==> config.mk <==
export PLATFORM = sky130hd
export DESIGN_NAME = tcs_timer
export DESIGN_NICKNAME = d
export VERILOG_FILES = /design/src/rtl/tcs_pkg.sv /design/src/rtl/tcs_channel.sv /design/src/rtl/tcs_timer.sv
export VERILOG_INCLUDE_DIRS = /design/src /design/src/rtl
export SDC_FILE = /design/constraint.sdc
export NUM_CORES = 2
export LEC_CHECK = 0
export ABC_AREA = 1
export BUFFER_PORTS_ARGS = -buffer_cell sky130_fd_sc_hd__buf_2
export CORE_UTILIZATION = 35
export CTS_BUF_LIST = sky130_fd_sc_hd__clkbuf_16
export CTS_CLUSTER_DIAMETER = 30
export CTS_CLUSTER_SIZE = 28
export DETAILED_ROUTE_END_ITERATION = 8
export PLACE_DENSITY = 0.52
export SYNTH_ARGS = -nofsm -noshare
export SYNTH_HDL_FRONTEND = slang
export SYNTH_SLANG_ARGS = --single-unit
==> constraint.sdc <==
create_clock -name ref_clk -period 2.8 [get_ports ref_clk]
set_input_delay 0 -clock ref_clk [delete_from_list [all_inputs] [get_ports ref_clk]]
set_output_delay 0 -clock ref_clk [all_outputs]
set_load 0.005 [all_outputs]
==> src/rtl/tcs_map.svh <==
// Register offsets, field positions, reset values and codes of the timer control core
`ifndef TCS_MAP_SVH
`define TCS_MAP_SVH

// Global register byte addresses
`define TCS_ADR_START      8'h00
`define TCS_ADR_SYNC       8'h04
// Per-channel window: base = (channel + 1) * stride
`define TCS_CH_STRIDE      8'h20
`define TCS_CH_FIRST       3'h1
`define TCS_CH_LAST        3'h6
// Offsets inside a channel window
`define TCS_OFF_CNT        5'h00
`define TCS_OFF_GA         5'h04
`define TCS_OFF_GB         5'h08
`define TCS_OFF_GC         5'h0c
`define TCS_OFF_GD         5'h10
`define TCS_OFF_STAT       5'h14

// Field layout
`define TCS_CH_BITS        6
`define TCS_CH_MSB         5
`define TCS_RSV_MSB        7
`define TCS_RSV_LSB        6
`define TCS_STAT_OVF       4
`define TCS_STAT_W         5
`define TCS_CLR_W          3
`define TCS_ACT_W          2

// Reset values
`define TCS_START_RST      6'h00
`define TCS_SYNC_RST       6'h00
`define TCS_CNT_RST        16'h0000
`define TCS_CNT_MAX        16'hffff
`define TCS_GREG_RST       16'hffff
`define TCS_FLAG_RST       5'h00

// Counter clear sources
`define TCS_CLR_NONE       3'h0
`define TCS_CLR_A          3'h1
`define TCS_CLR_B          3'h2
`define TCS_CLR_SYNC       3'h3
`define TCS_CLR_NONE2      3'h4
`define TCS_CLR_C          3'h5
`define TCS_CLR_D          3'h6
`define TCS_CLR_SYNC2      3'h7

// Compare output actions
`define TCS_ACT_KEEP       2'h0
`define TCS_ACT_LOW        2'h1
`define TCS_ACT_HIGH       2'h2
`define TCS_ACT_TOGGLE     2'h3

// Byte lanes for 16-bit registers
`define TCS_SEL_HALF       2'h3

`endif

==> src/rtl/tcs_pkg.sv <==
// Shared types of the timer control core
`default_nettype none
package tcs_pkg;
  typedef logic [15:0] tcs_word_t;
  typedef logic [5:0]  tcs_chmask_t;
endpackage
`default_nettype wire

==> src/rtl/tcs_channel.sv <==
// One timer channel: up counter, general compare/capture registers, flags, output pin
`timescale 1ns/10ps
`default_nettype none
`include "tcs_map.svh"
module tcs_channel #(
  parameter bit HAS_CD = 1'b0
) (
  input  wire logic                ref_clk,
  input  wire logic                arst_n,
  input  wire logic                run,
  input  wire logic                tick,
  input  wire logic [2:0]          clr_sel,
  input  wire logic                buf_mode,
  input  wire logic [3:0]          is_capture,
  input  wire logic [3:0]          capture_stb,
  input  wire logic                sync_clr,
  input  wire logic                preset_stb,
  input  wire tcs_pkg::tcs_word_t  wr_data,
  input  wire logic [3:0]          greg_wr,
  input  wire logic [4:0]          flag_clr,
  input  wire logic [7:0]          pin_act,
  input  wire logic                pin_io_wr,
  input  wire logic                pin_init,
  output tcs_pkg::tcs_word_t       cnt_o,
  output logic [63:0]              greg_o,
  output logic [4:0]               flag_o,
  output logic                     own_clr_o,
  output logic [3:0]               match_o,
  output logic                     pin_o
);
  tcs_pkg::tcs_word_t cnt_q, cnt_d;
  tcs_pkg::tcs_word_t g_q [4];
  logic [4:0]         flag_q;
  logic               pin_q, pin_d;
  logic               step, sync_sel, do_clr, ovf;
  logic [3:0]         present, match, cap, evt;

  // Registers C and D exist only on buffer-capable channels
  assign present = HAS_CD ? 4'hf : 4'h3;
  assign step    = run & tick;
  // C and D act as buffers and do not compare while buffering
  assign match[0] = step & ~is_capture[0] & (cnt_q == g_q[0]);
  assign match[1] = step & ~is_capture[1] & (cnt_q == g_q[1]);
  assign match[2] = step & present[2] & ~buf_mode & ~is_capture[2] & (cnt_q == g_q[2]);
  assign match[3] = step & present[3] & ~buf_mode & ~is_capture[3] & (cnt_q == g_q[3]);
  assign cap      = capture_stb & is_capture & present & ~{buf_mode, buf_mode, 2'b00};
  assign evt      = match | cap;

  // Own clear event from the selected source
  assign own_clr_o = (clr_sel == `TCS_CLR_A & evt[0]) | (clr_sel == `TCS_CLR_B & evt[1])
                   | (clr_sel == `TCS_CLR_C & evt[2]) | (clr_sel == `TCS_CLR_D & evt[3]);
  assign sync_sel  = (clr_sel == `TCS_CLR_SYNC) | (clr_sel == `TCS_CLR_SYNC2);
  assign do_clr    = own_clr_o | (sync_clr & sync_sel);
  assign ovf       = step & (cnt_q == `TCS_CNT_MAX) & ~do_clr & ~preset_stb;

  // Counter next value: preset beats clear beats count
  always_comb begin
    if (preset_stb) begin
      cnt_d = wr_data;
    end else if (do_clr) begin
      cnt_d = `TCS_CNT_RST;
    end else if (step) begin
      cnt_d = cnt_q + 16'h0001;
    end else begin
      cnt_d = cnt_q;
    end
  end

  // Pin level: an I/O control write while stopped loads the initial level
  always_comb begin
    pin_d = pin_q;
    if (pin_io_wr & ~run) begin
      pin_d = pin_init;
    end else begin
      for (int i = 0; i < 4; i++) begin
        if (match[i]) begin
          case (pin_act[2*i +: 2])
            `TCS_ACT_LOW:    pin_d = 1'b0;
            `TCS_ACT_HIGH:   pin_d = 1'b1;
            `TCS_ACT_TOGGLE: pin_d = ~pin_d;
            default:         pin_d = pin_d;
          endcase
        end
      end
    end
  end

  // Counter, flags and pin
  always_ff @(posedge ref_clk or negedge arst_n) begin
    if (!arst_n) begin
      cnt_q  <= `TCS_CNT_RST;
      flag_q <= `TCS_FLAG_RST;
      pin_q  <= 1'b0;
    end else begin
      cnt_q  <= cnt_d;
      flag_q <= (flag_q & ~flag_clr) | {ovf, evt};
      pin_q  <= pin_d;
    end
  end

  // General registers: capture, buffer transfer, then software write
  always_ff @(posedge ref_clk or negedge arst_n) begin
    if (!arst_n) begin
      for (int i = 0; i < 4; i++) begin
        g_q[i] <= `TCS_GREG_RST;
      end
    end else begin
      for (int i = 0; i < 4; i++) begin
        if (!present[i]) begin
          g_q[i] <= `TCS_GREG_RST;
        end else if (i < 2 && cap[i]) begin
          g_q[i] <= cnt_q;
        end else if (i < 2 && match[i] && buf_mode && HAS_CD) begin
          g_q[i] <= g_q[(i % 2) + 2];
        end else if (i >= 2 && buf_mode && cap[i % 2]) begin
          g_q[i] <= g_q[i % 2];
        end else if (i >= 2 && cap[i]) begin
          g_q[i] <= cnt_q;
        end else if (greg_wr[i]) begin
          g_q[i] <= wr_data;
        end
      end
    end
  end

  assign cnt_o   = cnt_q;
  assign greg_o  = {g_q[3], g_q[2], g_q[1], g_q[0]};
  assign flag_o  = flag_q;
  assign match_o = match;
  assign pin_o   = pin_q;
endmodule
`default_nettype wire

==> src/rtl/tcs_timer.sv <==
// Six-channel timer control core with a classic Wishbone register slave
//
// Behaviour
// Each general register is 16-bit, used as compare value or capture target.
// Sixteen general registers: four on channels 0 and 3, two elsewhere.
// On channels 0 and 3, C buffers A and D buffers B.
// Software accesses general registers only as whole 16-bit words.
// Start register is 8 bits; bits 5..0 run channels 5..0.
// Start bit 1 lets the counter count; 0 holds its value.
// Stopping a channel keeps its output pin at its present level.
// Pin I/O write while stopped drives the pin to its initial level.
// Software stops a counter before changing its mode or clock.
// Software writes zero to reserved bits 7 and 6; they reset zero.
// Sync register is 8 bits; bits 5..0 choose independent or synchronous.
// Sync bit 1 joins synchronous operation; 0 presets and clears alone.
// Counter write presets all synced counters; synced clears propagate on request.
// Synchronous operation needs sync bits of at least two channels set.
// Synchronous clearing also needs the sync clear source selected.
// Counters count upward: free-running, periodic or external events.
// Each counter is 16 bits and resets to zero.
// Roll-over from all ones sets the overflow flag, counting continues.
// Compare-match clearing sets the match flag and zeroes the counter.
// Compare or capture role follows the external pin I/O setting input.
//
// The address map and the Wishbone slave port are this design's own decisions.
`timescale 1ns/10ps
`default_nettype none
`include "tcs_map.svh"
module tcs_timer (
  input  wire logic         ref_clk,
  input  wire logic         arst_n,
  input  wire logic         wb_cyc_i,
  input  wire logic         wb_stb_i,
  input  wire logic         wb_we_i,
  input  wire logic [7:0]   wb_adr_i,
  input  wire logic [3:0]   wb_sel_i,
  input  wire logic [31:0]  wb_dat_i,
  output logic [31:0]       wb_dat_o,
  output logic              wb_ack_o,
  input  wire logic [5:0]   count_tick,
  input  wire logic [17:0]  counter_clear_source,
  input  wire logic [1:0]   buffer_mode,
  input  wire logic [23:0]  capture_role,
  input  wire logic [23:0]  capture_strobe,
  input  wire logic [47:0]  compare_action,
  input  wire logic [5:0]   pin_io_control_wr,
  input  wire logic [5:0]   pin_io_control_init,
  output logic [5:0]        timer_channel_pin
);
  // Bus state
  logic                ack_q;
  logic [31:0]         dat_q, rd_mux;
  tcs_pkg::tcs_chmask_t run_q, sync_q;

  // Channel outputs
  tcs_pkg::tcs_word_t  cnt_w  [6];
  logic [63:0]         greg_w [6];
  logic [4:0]          flag_w [6];
  logic [5:0]          own_clr_w;
  logic [3:0]          match_w [6];

  // Address decode
  wire         req       = wb_cyc_i & wb_stb_i;
  wire         wr_go     = req & wb_we_i & ack_q;
  wire  [2:0]  ch_slot   = wb_adr_i[7:5];
  wire  [4:0]  ch_off    = wb_adr_i[4:0];
  wire         in_ch     = (ch_slot >= `TCS_CH_FIRST) & (ch_slot <= `TCS_CH_LAST);
  wire  [2:0]  ch_idx    = ch_slot - `TCS_CH_FIRST;
  wire         hit_start = (wb_adr_i == `TCS_ADR_START);
  wire         hit_sync  = (wb_adr_i == `TCS_ADR_SYNC);
  wire         half_ok   = (wb_sel_i[1:0] == `TCS_SEL_HALF);
  wire         low_ok    = wb_sel_i[0];

  // Per-channel write strobes for the selected window
  wire         wr_ch     = wr_go & in_ch & half_ok;
  wire         wr_cnt    = wr_ch & (ch_off == `TCS_OFF_CNT);
  wire         wr_ga     = wr_ch & (ch_off == `TCS_OFF_GA);
  wire         wr_gb     = wr_ch & (ch_off == `TCS_OFF_GB);
  wire         wr_gc     = wr_ch & (ch_off == `TCS_OFF_GC);
  wire         wr_gd     = wr_ch & (ch_off == `TCS_OFF_GD);
  wire         wr_stat   = wr_go & in_ch & low_ok & (ch_off == `TCS_OFF_STAT);
  wire  [3:0]  greg_sel  = {wr_gd, wr_gc, wr_gb, wr_ga};

  // Synchronous preset and clear distribution
  wire  [5:0]  cnt_wr_ch;
  wire         sync_wr_any;
  wire         sync_clr_any;

  // One-hot counter write per channel
  genvar gi;
  generate
    for (gi = 0; gi < `TCS_CH_BITS; gi++) begin : g_dec
      assign cnt_wr_ch[gi] = wr_cnt & (ch_idx == 3'(gi));
    end
  endgenerate

  assign sync_wr_any  = |(cnt_wr_ch & sync_q);
  assign sync_clr_any = |(own_clr_w & sync_q);

  // Channel instances; 0 and 3 carry registers C and D
  generate
    for (gi = 0; gi < `TCS_CH_BITS; gi++) begin : g_ch
      wire        mine     = (ch_idx == 3'(gi));
      wire        preset   = cnt_wr_ch[gi] | (sync_wr_any & sync_q[gi]);
      wire        sclr     = sync_clr_any & sync_q[gi];
      wire [3:0]  gwr      = mine ? greg_sel : 4'h0;
      wire [4:0]  fclr     = (wr_stat & mine) ? ~wb_dat_i[4:0] : 5'h00;
      wire        bmode    = (gi == 0) ? buffer_mode[0] : (gi == 3) ? buffer_mode[1] : 1'b0;
      tcs_channel #(
        .HAS_CD      ((gi == 0) || (gi == 3))
      ) u_ch (
        .ref_clk     (ref_clk),
        .arst_n      (arst_n),
        .run         (run_q[gi]),
        .tick        (count_tick[gi]),
        .clr_sel     (counter_clear_source[3*gi +: 3]),
        .buf_mode    (bmode),
        .is_capture  (capture_role[4*gi +: 4]),
        .capture_stb (capture_strobe[4*gi +: 4]),
        .sync_clr    (sclr),
        .preset_stb  (preset),
        .wr_data     (wb_dat_i[15:0]),
        .greg_wr     (gwr),
        .flag_clr    (fclr),
        .pin_act     (compare_action[8*gi +: 8]),
        .pin_io_wr   (pin_io_control_wr[gi]),
        .pin_init    (pin_io_control_init[gi]),
        .cnt_o       (cnt_w[gi]),
        .greg_o      (greg_w[gi]),
        .flag_o      (flag_w[gi]),
        .own_clr_o   (own_clr_w[gi]),
        .match_o     (match_w[gi]),
        .pin_o       (timer_channel_pin[gi])
      );
    end
  endgenerate

  // Read data selection; unmapped addresses read zero
  always_comb begin
    rd_mux = 32'h0000_0000;
    if (hit_start) begin
      rd_mux[`TCS_CH_MSB:0] = run_q;
    end else if (hit_sync) begin
      rd_mux[`TCS_CH_MSB:0] = sync_q;
    end else if (in_ch && ch_idx < 3'h6) begin
      case (ch_off)
        `TCS_OFF_CNT:  rd_mux[15:0] = cnt_w[ch_idx];
        `TCS_OFF_GA:   rd_mux[15:0] = greg_w[ch_idx][15:0];
        `TCS_OFF_GB:   rd_mux[15:0] = greg_w[ch_idx][31:16];
        `TCS_OFF_GC:   rd_mux[15:0] = greg_w[ch_idx][47:32];
        `TCS_OFF_GD:   rd_mux[15:0] = greg_w[ch_idx][63:48];
        `TCS_OFF_STAT: rd_mux[`TCS_STAT_W-1:0] = flag_w[ch_idx];
        default:       rd_mux = 32'h0000_0000;
      endcase
    end
  end

  // Wishbone answer: ack one cycle after the request, dropped after one cycle
  always_ff @(posedge ref_clk or negedge arst_n) begin
    if (!arst_n) begin
      ack_q <= 1'b0;
      dat_q <= 32'h0000_0000;
    end else begin
      ack_q <= req & ~ack_q;
      dat_q <= rd_mux;
    end
  end

  // Start and sync registers; reserved bits are not stored and read zero
  always_ff @(posedge ref_clk or negedge arst_n) begin
    if (!arst_n) begin
      run_q  <= `TCS_START_RST;
      sync_q <= `TCS_SYNC_RST;
    end else begin
      if (wr_go && hit_start && low_ok) begin
        run_q <= wb_dat_i[`TCS_CH_MSB:0];
      end
      if (wr_go && hit_sync && low_ok) begin
        sync_q <= wb_dat_i[`TCS_CH_MSB:0];
      end
    end
  end

  assign wb_ack_o = ack_q;
  assign wb_dat_o = dat_q;

  // Checks on the bus slave and channel 0, 1 and 2 behaviour
  AST_ACK_NEXT: assert property (@(posedge ref_clk) disable iff (!arst_n)
    (req && !ack_q) |=> (ack_q ##1 !ack_q))
    else $error("ack did not answer one cycle after request");

  AST_START_RSV_ZERO: assert property (@(posedge ref_clk) disable iff (!arst_n)
    (ack_q && !wb_we_i && $past(hit_start) && hit_start) |-> (wb_dat_o[31:6] == 26'h0))
    else $error("start register reserved bits not zero");

  AST_START_WRITE: assert property (@(posedge ref_clk) disable iff (!arst_n)
    (wr_go && hit_start && low_ok) |=> (run_q == $past(wb_dat_i[5:0])))
    else $error("start register write lost");

  AST_HOLD_STOPPED: assert property (@(posedge ref_clk) disable iff (!arst_n)
    (!run_q[0] && !cnt_wr_ch[0] && !(sync_wr_any && sync_q[0]) && !own_clr_w[0]
     && !(sync_clr_any && sync_q[0])) |=> (cnt_w[0] == $past(cnt_w[0])))
    else $error("stopped counter changed");

  AST_COUNT_UP: assert property (@(posedge ref_clk) disable iff (!arst_n)
    (run_q[0] && count_tick[0] && counter_clear_source[2:0] == `TCS_CLR_NONE && !wr_go)
    |=> (cnt_w[0] == $past(cnt_w[0]) + 16'h0001))
    else $error("running counter did not step by one");

  AST_OVERFLOW: assert property (@(posedge ref_clk) disable iff (!arst_n)
    (run_q[0] && count_tick[0] && cnt_w[0] == `TCS_CNT_MAX
     && counter_clear_source[2:0] == `TCS_CLR_NONE && !wr_go)
    |=> (cnt_w[0] == `TCS_CNT_RST && flag_w[0][`TCS_STAT_OVF]))
    else $error("overflow not flagged or counter not wrapped");

  AST_MATCH_CLEAR: assert property (@(posedge ref_clk) disable iff (!arst_n)
    (match_w[1][0] && counter_clear_source[5:3] == `TCS_CLR_A && !wr_go)
    |=> (cnt_w[1] == `TCS_CNT_RST && flag_w[1][0]))
    else $error("compare match did not clear counter and set flag");

  AST_SYNC_PRESET: assert property (@(posedge ref_clk) disable iff (!arst_n)
    (cnt_wr_ch[0] && sync_q[0] && sync_q[2]) |=> (cnt_w[2] == $past(wb_dat_i[15:0])))
    else $error("synchronous preset missed a member");

  AST_INDEP_PRESET: assert property (@(posedge ref_clk) disable iff (!arst_n)
    (cnt_wr_ch[0] && !sync_q[1] && !run_q[1] && !own_clr_w[1])
    |=> (cnt_w[1] == $past(cnt_w[1])))
    else $error("independent counter followed a foreign preset");

  AST_PIN_INIT: assert property (@(posedge ref_clk) disable iff (!arst_n)
    (pin_io_control_wr[1] && !run_q[1]) |=> (timer_channel_pin[1] == $past(pin_io_control_init[1])))
    else $error("pin not driven to initial level");

  AST_PIN_KEEP: assert property (@(posedge ref_clk) disable iff (!arst_n)
    (!run_q[1] && !pin_io_control_wr[1]) |=> $stable(timer_channel_pin[1]))
    else $error("stopped channel changed its pin");

  AST_HALF_ONLY: assert property (@(posedge ref_clk) disable iff (!arst_n)
    (wr_go && in_ch && ch_idx == 3'h2 && ch_off == `TCS_OFF_GA && !half_ok && !capture_strobe[8])
    |=> (greg_w[2][15:0] == $past(greg_w[2][15:0])))
    else $error("byte write reached a general register");
endmodule
`default_nettype wire

# Yosys cells after proc, flatten, opt, wreduce, memory -nomap -nowiden
# Cells that the tools add are included.
[word_totals]
word_cells = 600
in_bits = 183
ff_bits = 433
output_inout_bits = 39
[op_classes]
n_reduce_logical = 40
n_bitwise = 259
magnitude_cmp = 4
addsub = 7
mux = 134
eq_ne = 118
[op_table]
columns = ["cell", "count"]
rows = [
  ["$mux 16", 61],
  ["$eq 16x16->1", 16],
  ["$bmux 64 s3", 1],
  ["$mux 64", 2],
  ["$and 1x1->1", 124],
  ["$add 16x1->16 const B", 6],
  ["$eq 16x16->1 const B", 6],
  ["$eq 2x2->1 const B", 33],
  ["$eq 3x3->1 const B", 20],
  ["$pmux 11 s5", 1],
  ["$not 1->1", 53],
  ["$bmux 16 s3", 1],
  ["$pmux 1 s3", 16],
  ["$eq 3x2->1 const B", 14],
  ["$reduce_bool 3->1", 14],
  ["$mux 5", 8],
  ["$or 1x1->1", 36],
  ["$not 5->5", 7],
  ["$eq 2x1->1 const B", 16],
  ["$mux 1", 32],
  ["$and 5x5->5", 6],
  ["$or 5x5->5", 6],
  ["$pmux 5 s6", 1],
  ["$mux 26", 1],
  ["other kinds (29)", 81],
]

# Depth between registers and ports, before layout
[depth]
depth_word = 18
depth_mapped = 21
ltp_nobuf = 19

# Cells and area by module
# Synthesis repeated with hierarchy kept, for this count alone.
[unflattened]
cells_unflattened = 5974
area_unflattened_um2 = 37671.1
[by_module_without_submodules]
columns = ["module", "cells_each", "area_each_um2", "instances"]
rows = [
  ["tcs_channel (g_ch[1].u_ch ...)", 584, 4096.4, 2],
  ["tcs_channel (g_ch[4].u_ch ...)", 580, 4095.2, 2],
  ["tcs_timer", 1465, 7190.6, 1],
  ["tcs_channel (g_ch[0].u_ch)", 1117, 7118.1, 1],
  ["tcs_channel (g_ch[3].u_ch)", 1064, 6979.2, 1],
]

# Least setup slack after synthesis
# Ideal clock, no wire load.
[synth_path]
path_type = "in2reg"
startpoint = "in wb_adr_i[5]"
endpoint = "reg dat_q[10] (netlist: wb_dat_o[10])"
path_slack_ns = -0.094
t_required_ns = 2.664
n_path_buf = 7
t_arrival_ns = 2.757
path_stages = 16
setup_ns = 0.136
cell_sequence = "clkbuf_1 inv_1 clkbuf_1 clkbuf_1 ha_1 clkbuf_1 clkbuf_1 clkbuf_1 buf_1 a21oi_1 o21ai_0 o21ai_0 nand2_1 o21ai_0 a211oi_1 a31oi_1"
[synth_via]
elab_chain_len = 9
elab_cells_between_ends = 19
classes_between = "1 x add/sub; 3 x order compare; 1 x eq/ne; 10 x mux; 2 x bitwise; 2 x reduce/logical"
[synth_lines]
columns = ["element", "line_no", "text"]
rows = [
  ["from (decl)", "tcs_timer.sv:35", "input wire logic [7:0] wb_adr_i,"],
  ["$sub 3x1->3 (no line)", "-", ""],
  ["$not 3->4 (not written as such)", "-", ""],
  ["$bmux 64 s3 or $bmux 16 s3 (tied branches)", "-", ""],
  ["$mux 64 (not written as such) or $mux 16 (tied branches) (2 in a row)", "tcs_timer.sv:151, tcs_timer.sv:147", ""],
  ["$pmux 11 s5", "tcs_timer.sv:146", "case (ch_off)"],
  ["$mux 16", "tcs_timer.sv:145", "end else if (in_ch && ch_idx < 3'h6) begin"],
  ["$mux 10", "tcs_timer.sv:143", "end else if (hit_sync) begin"],
  ["$mux 26 *", "tcs_timer.sv:141", "if (hit_start) begin"],
  ["net rd_mux[10]", "tcs_timer.sv:52", "logic [31:0] dat_q, rd_mux;"],
  ["to (signal assigned)", "tcs_timer.sv:165", "dat_q <= rd_mux;"],
  ["to (decl)", "tcs_timer.sv:52", ""],
]
# Mark *: on every way through the listed nets, which the timed path passes. The rest lies on a longest branch. The select of a mux whose other input is x is not followed.
# A chain may end at the register's enable or synchronous reset.

# Worst setup path in the final report
[layout_path]
startpoint = "reg g_ch[3].u_ch.cnt_q[13]"
endpoint = "reg g_ch[2].u_ch.cnt_q[14]"
[layout_via]
elab_chain_len = 14
elab_cells_between_ends = 24
classes_between = "4 x eq/ne; 2 x mux; 16 x bitwise; 2 x reduce/logical"
[layout_lines]
columns = ["element", "line_no", "text"]
rows = [
  ["from (decl)", "tcs_channel.sv:31", "tcs_pkg::tcs_word_t cnt_q, cnt_d;"],
  ["from (signal assigned)", "tcs_channel.sv:91", "cnt_q <= `TCS_CNT_RST;"],
  ["from (signal assigned)", "tcs_channel.sv:95", "cnt_q <= cnt_d;"],
  ["$eq 16x16->1 (on tied branches)", "tcs_channel.sv:42, tcs_channel.sv:43", ""],
  ["$and 1x1->1 (on tied branches)", "tcs_channel.sv:42, tcs_channel.sv:43", ""],
  ["$or 4x4->4 *", "tcs_channel.sv:47", "assign evt = match | cap;"],
  ["$and 1x1->1", "tcs_channel.sv:50", "assign own_clr_o = (clr_sel == `TCS_CLR_A & evt[0]) | (clr_sel == `TCS_CLR_B & evt[1])"],
  ["$or 1x1->1 (2 in a row)", "tcs_channel.sv:50", ""],
  ["$or 1x1->1 *", "tcs_channel.sv:50", ""],
  ["$and 6x6->6 *", "tcs_timer.sv:98", "assign sync_clr_any = |(own_clr_w & sync_q);"],
  ["$reduce_or 6->1 *", "tcs_timer.sv:98", ""],
  ["$and 1x1->1 *", "tcs_timer.sv:105", "wire sclr = sync_clr_any & sync_q[gi];"],
  ["$and 1x1->1 *", "tcs_channel.sv:53", "assign do_clr = own_clr_o | (sync_clr & sync_sel);"],
  ["$or 1x1->1 *", "tcs_channel.sv:53", ""],
  ["$mux 16", "tcs_channel.sv:60", "end else if (do_clr) begin"],
  ["$mux 16", "tcs_channel.sv:58", "if (preset_stb) begin"],
  ["to (signal assigned)", "tcs_channel.sv:91", ""],
  ["to (signal assigned)", "tcs_channel.sv:95", ""],
  ["to (decl)", "tcs_channel.sv:31", ""],
]
# Mark *: on every way between the ends. The rest lies on a longest branch, timed or not.

==> impl_metrics.csv <==
group,metric,value,unit
status,outcome,"finished clean",
cts,htree_levels,4,
global_route,antenna_found_initial,10,
synth,yosysMostFrequentCell,"nand2_1",
synth,synth_common_cells,"1414 x nand2_1, 556 x o21ai_0, 410 x inv_1, 356 x nor2_1, 283 x a21oi_1",
detailed_routing,final_antenna_net_count,0,
timing,setup_viol,0,
worst_setup_path,crit_path_end_kind,"register",
timing,tns,0,ns
synth,yosys.area.top_type,"dfstp_2",
timing,worst_slack,0.03246,ns
cts,clockRootBuffer,"clkbuf_16",
worst_setup_path,crit_type,"register to register",
synth,syn_area,32480,um^2
floorplan,dieArea,94040,um^2
worst_setup_path,reg2reg_slack,0.03,ns
timing,max_slew_margin,21.80,%
timing,skew,0.03568,ns
worst_setup_path,slowest_stage,"dfrtp_1",
timing,tightest_slew,1.169,ns
detailed_routing,via_per_inst,5.536,
timing,final_hold_viol_count,0,
synth,synth_top_area_share,20.71,%
synth,ys_ff_latch,417,
detailed_routing,first_pass_iters,9,
timing,fin_crit_sh,98.84,%
worst_setup_path,cp.required,3.42,ns
global_route,grt_max_degree,197,
timing,final.min_clock_period,2.768,ns
placed_design,place_area,41980,um^2
global_route,grt_pass1_vias,39200,
final_layout,final_core_util,53.28,%
synth,syn_inst,4973,
pwr,p_leak,23.84,nW
pwr,p_per_area,669.3,nW/um^2
worst_setup_path,r2r_cells,17,
final_layout,nets,6364,
synth,ys_types,56,
flow_run,max-cap-violations,0,
floorplan,die_w,306.7,um
worst_setup_path,cpMostUsedCell,"nand2_1",
timing,rsz0062_at_grt,"true",
final_layout,syn_to_final_growth,50.58,%
worst_setup_path,path_cells,"buf_4 > xnor2_1 > nand2_1 > nor2_1 > nand3_1 > nand2_1 > nand2_1 > nand3b_1 > nand3_4 > nand3_4 > buf_12 > nand2_8 > clkbuf_16 > nand3_2 > nand2_1 > nand2_1 > nand2_1",
floorplan,die_h,306.7,um
timing,finalMaxSlewViolations,0,
worst_setup_path,crit_family,"simple AND/OR/NAND/NOR gates",
floorplan,ios,222,
cts,clk_pin_slew,0.04,ns
global_route,grtUsageTotal,39.71,%
synth,synth_edf_count,0,
worst_setup_path,rr_endpoint,"g_ch[2].u_ch.cnt_o[14]",
worst_hold_path,min_to,"g_ch[4].u_ch.cnt_o[2]",
floorplan,num_rows,111,
detailed_routing,drcViolationCount,0,
timing,hold_slack,0.02743,ns
synth,seq_area_frac_synth,33.11,%
global_route,grt-ovfl-total,0,
pwr,total_power,32.74,mW
synth,async_flop_share,100.0,%
worst_hold_path,whs_path_depth,7,
cts,clk_path_buf_depth,3,
placed_design,place.gp.congestion,1.045,
cts,cts_tree,"yes",
worst_hold_path,hold_path_class,"primary input to register",
synth,synth_ff_type,"dfstp_2",
detailed_routing,totalWireLength,190.8,mm
worst_setup_path,critPathBufInv,3,
worst_setup_path,r2r-start,"g_ch[3].u_ch.cnt_o[13]",
worst_setup_path,cp-start-kind,"register",
timing,fmax,0.3613,GHz
worst_setup_path,worstPathMaxFanout,7,
final_layout,fin_cells,7542,
placed_design,placed_cells,7094,
final_layout,post-route-cell-area,48910,um^2
placed_design,portBuffers,155,
worst_hold_path,worstHoldStart,"counter_clear_source[13]",
synth,syn_area_per_cell,6.532,um^2
worst_setup_path,critPathArrivalTime,3.39,ns
detailed_routing,via_count,41760,
synth,synth_warnings,0,
detailed_routing,drt_iter0_drc,4880,
cts,worstSkewPairLatency,0.76,ns
worst_setup_path,max_stage_delay,0.45,ns
cts,cts.sinks,417,
pwr,vdd_drop_max,0.0004839,V
cts,cts_buffers,145,
detailed_routing,wl_per_cell,25.30,um
placed_design,pre_cts_slack,-0.2610,ns
global_route,grt_pass1_wl,269.3,mm
placed_design,dp_hpwl,140.3,mm
final_layout,layout-drive-gt1-share,31.39,%
floorplan,start_util,35.39,%
floorplan,core-area,91800,um^2
final_layout,nFillCells,9121,
synth,synthTopCellsByArea,"dfstp_2 21%, nand2_1 16%, dfrtp_1 12%",
==> layer usage <==
metal	vias up	part of all wire, %	track usage, %
met5	-	0.043	0
met4	12	6.6	24.30
met3	540	10	9.841
met2	2393	43	58.62
met1	19790	41	52.02
li1	19020	-	-
==> final cells by class <==
| type | instances | area [um^2] | share of cell area [%] |
|---|---|---|---|
| antenna | 8 | 20.02 | 0.04093 |
| clock buffer | 150 | 3754 | 7.674 |
| clock inverter | 119 | 680.7 | 1.392 |
| inverter | 502 | 1892 | 3.868 |
| multi-input combinational | 3707 | 18920 | 38.68 |
| sequential | 417 | 10780 | 22.03 |
| tap | 1243 | 1555 | 3.180 |
| timing repair buffer | 1396 | 11320 | 23.13 |
==> report_power, final <==
part           internal, mW  total (mW)  switching (mW)
sequential             7.32        8.25           0.938
clock                  9.85        14.6            4.74
combinational          4.23        9.90            5.66
==> flip-flops by register name, indices dropped and copies added (netlist names) <==
signal,flops
g_ch.u_ch.pin_o,6
g_ch.u_ch.cnt_o,96
run_q,6
g_ch.u_ch.greg_o,256
sync_q,6
wb_dat_o,16
wb_ack_o,1
g_ch.u_ch.flag_o,30
==> tightest hold or removal path, cell delays in order <==
cell and delay (ns):
buf_2 0.10, nand2_1 0.11, nor2_1 0.11, nand2_8 0.12, buf_4 0.15, nand4_1 0.07
nand2_1 0.07
==> logic make-up (layout without fill, tap and decap cells) <==
| kind of cell | after synthesis | in the layout | synth area share (%) |
|---|---|---|---|
| compound gates | 1185 | 1185 | 20.70 |
| xor+xnor | 148 | 148 | 4.013 |
| fa+ha+maj | 12 | 12 | 0.4622 |
| buf+inv | 872 | 2167 | 10.92 |
| flops | 417 | 417 | 33.11 |
| mux | 7 | 7 | 0.2234 |
| other cells | 1 | 24 | 0.01154 |
| simple gates | 2331 | 2339 | 30.56 |
==> worst max-delay path by stage <==
stage	cells past startpoint	start	endpoint	slack, ns
4_1_cts	19	g_ch[3].u_ch.cnt_o[10]	g_ch[2].u_ch.cnt_o[11]	0.002
2_1_floorplan	20	wb_adr_i[5]	g_ch[3].u_ch.cnt_o[7]	0.02
3_5_place_dp	20	g_ch[0].u_ch.cnt_o[7]	g_ch[5].u_ch.cnt_o[6]	-0.26
5_1_grt	22	g_ch[0].u_ch.cnt_o[10]	g_ch[2].u_ch.cnt_o[15]	-0.08
6_report	17	g_ch[3].u_ch.cnt_o[13]	g_ch[2].u_ch.cnt_o[14]	0.03
3_3_place_gp	21	g_ch[0].u_ch.greg_o[55]	g_ch[5].u_ch.cnt_o[0]	-0.25
==> what timing repair did <==
item	in CTS	in global routing
endpoints found under the setup margin	102	113
hold endpoints to repair	539	0
gates cloned	4	13
resized for setup	37	126
setup buffers	4	22
hold buffers	130	0
pin swaps	6	42
==> cells in the final DEF (no fill, tap or decap), drive strengths merged, types with 38 or more instances in the layout <==
cell type,count
clkbuf,158
xor2,105
o21ai,582
buf,1259
a21oi,283
o211ai,164
dfstp,256
nor2,378
xnor2,43
o221ai,38
nor3,50
nand3,269
nand2,1428
nand4,160
o22ai,39
clkinv,69
dlygate4sd3,129
dfrtp,161
inv,548
No activity file was read; power rests on OpenSTA's default activity.
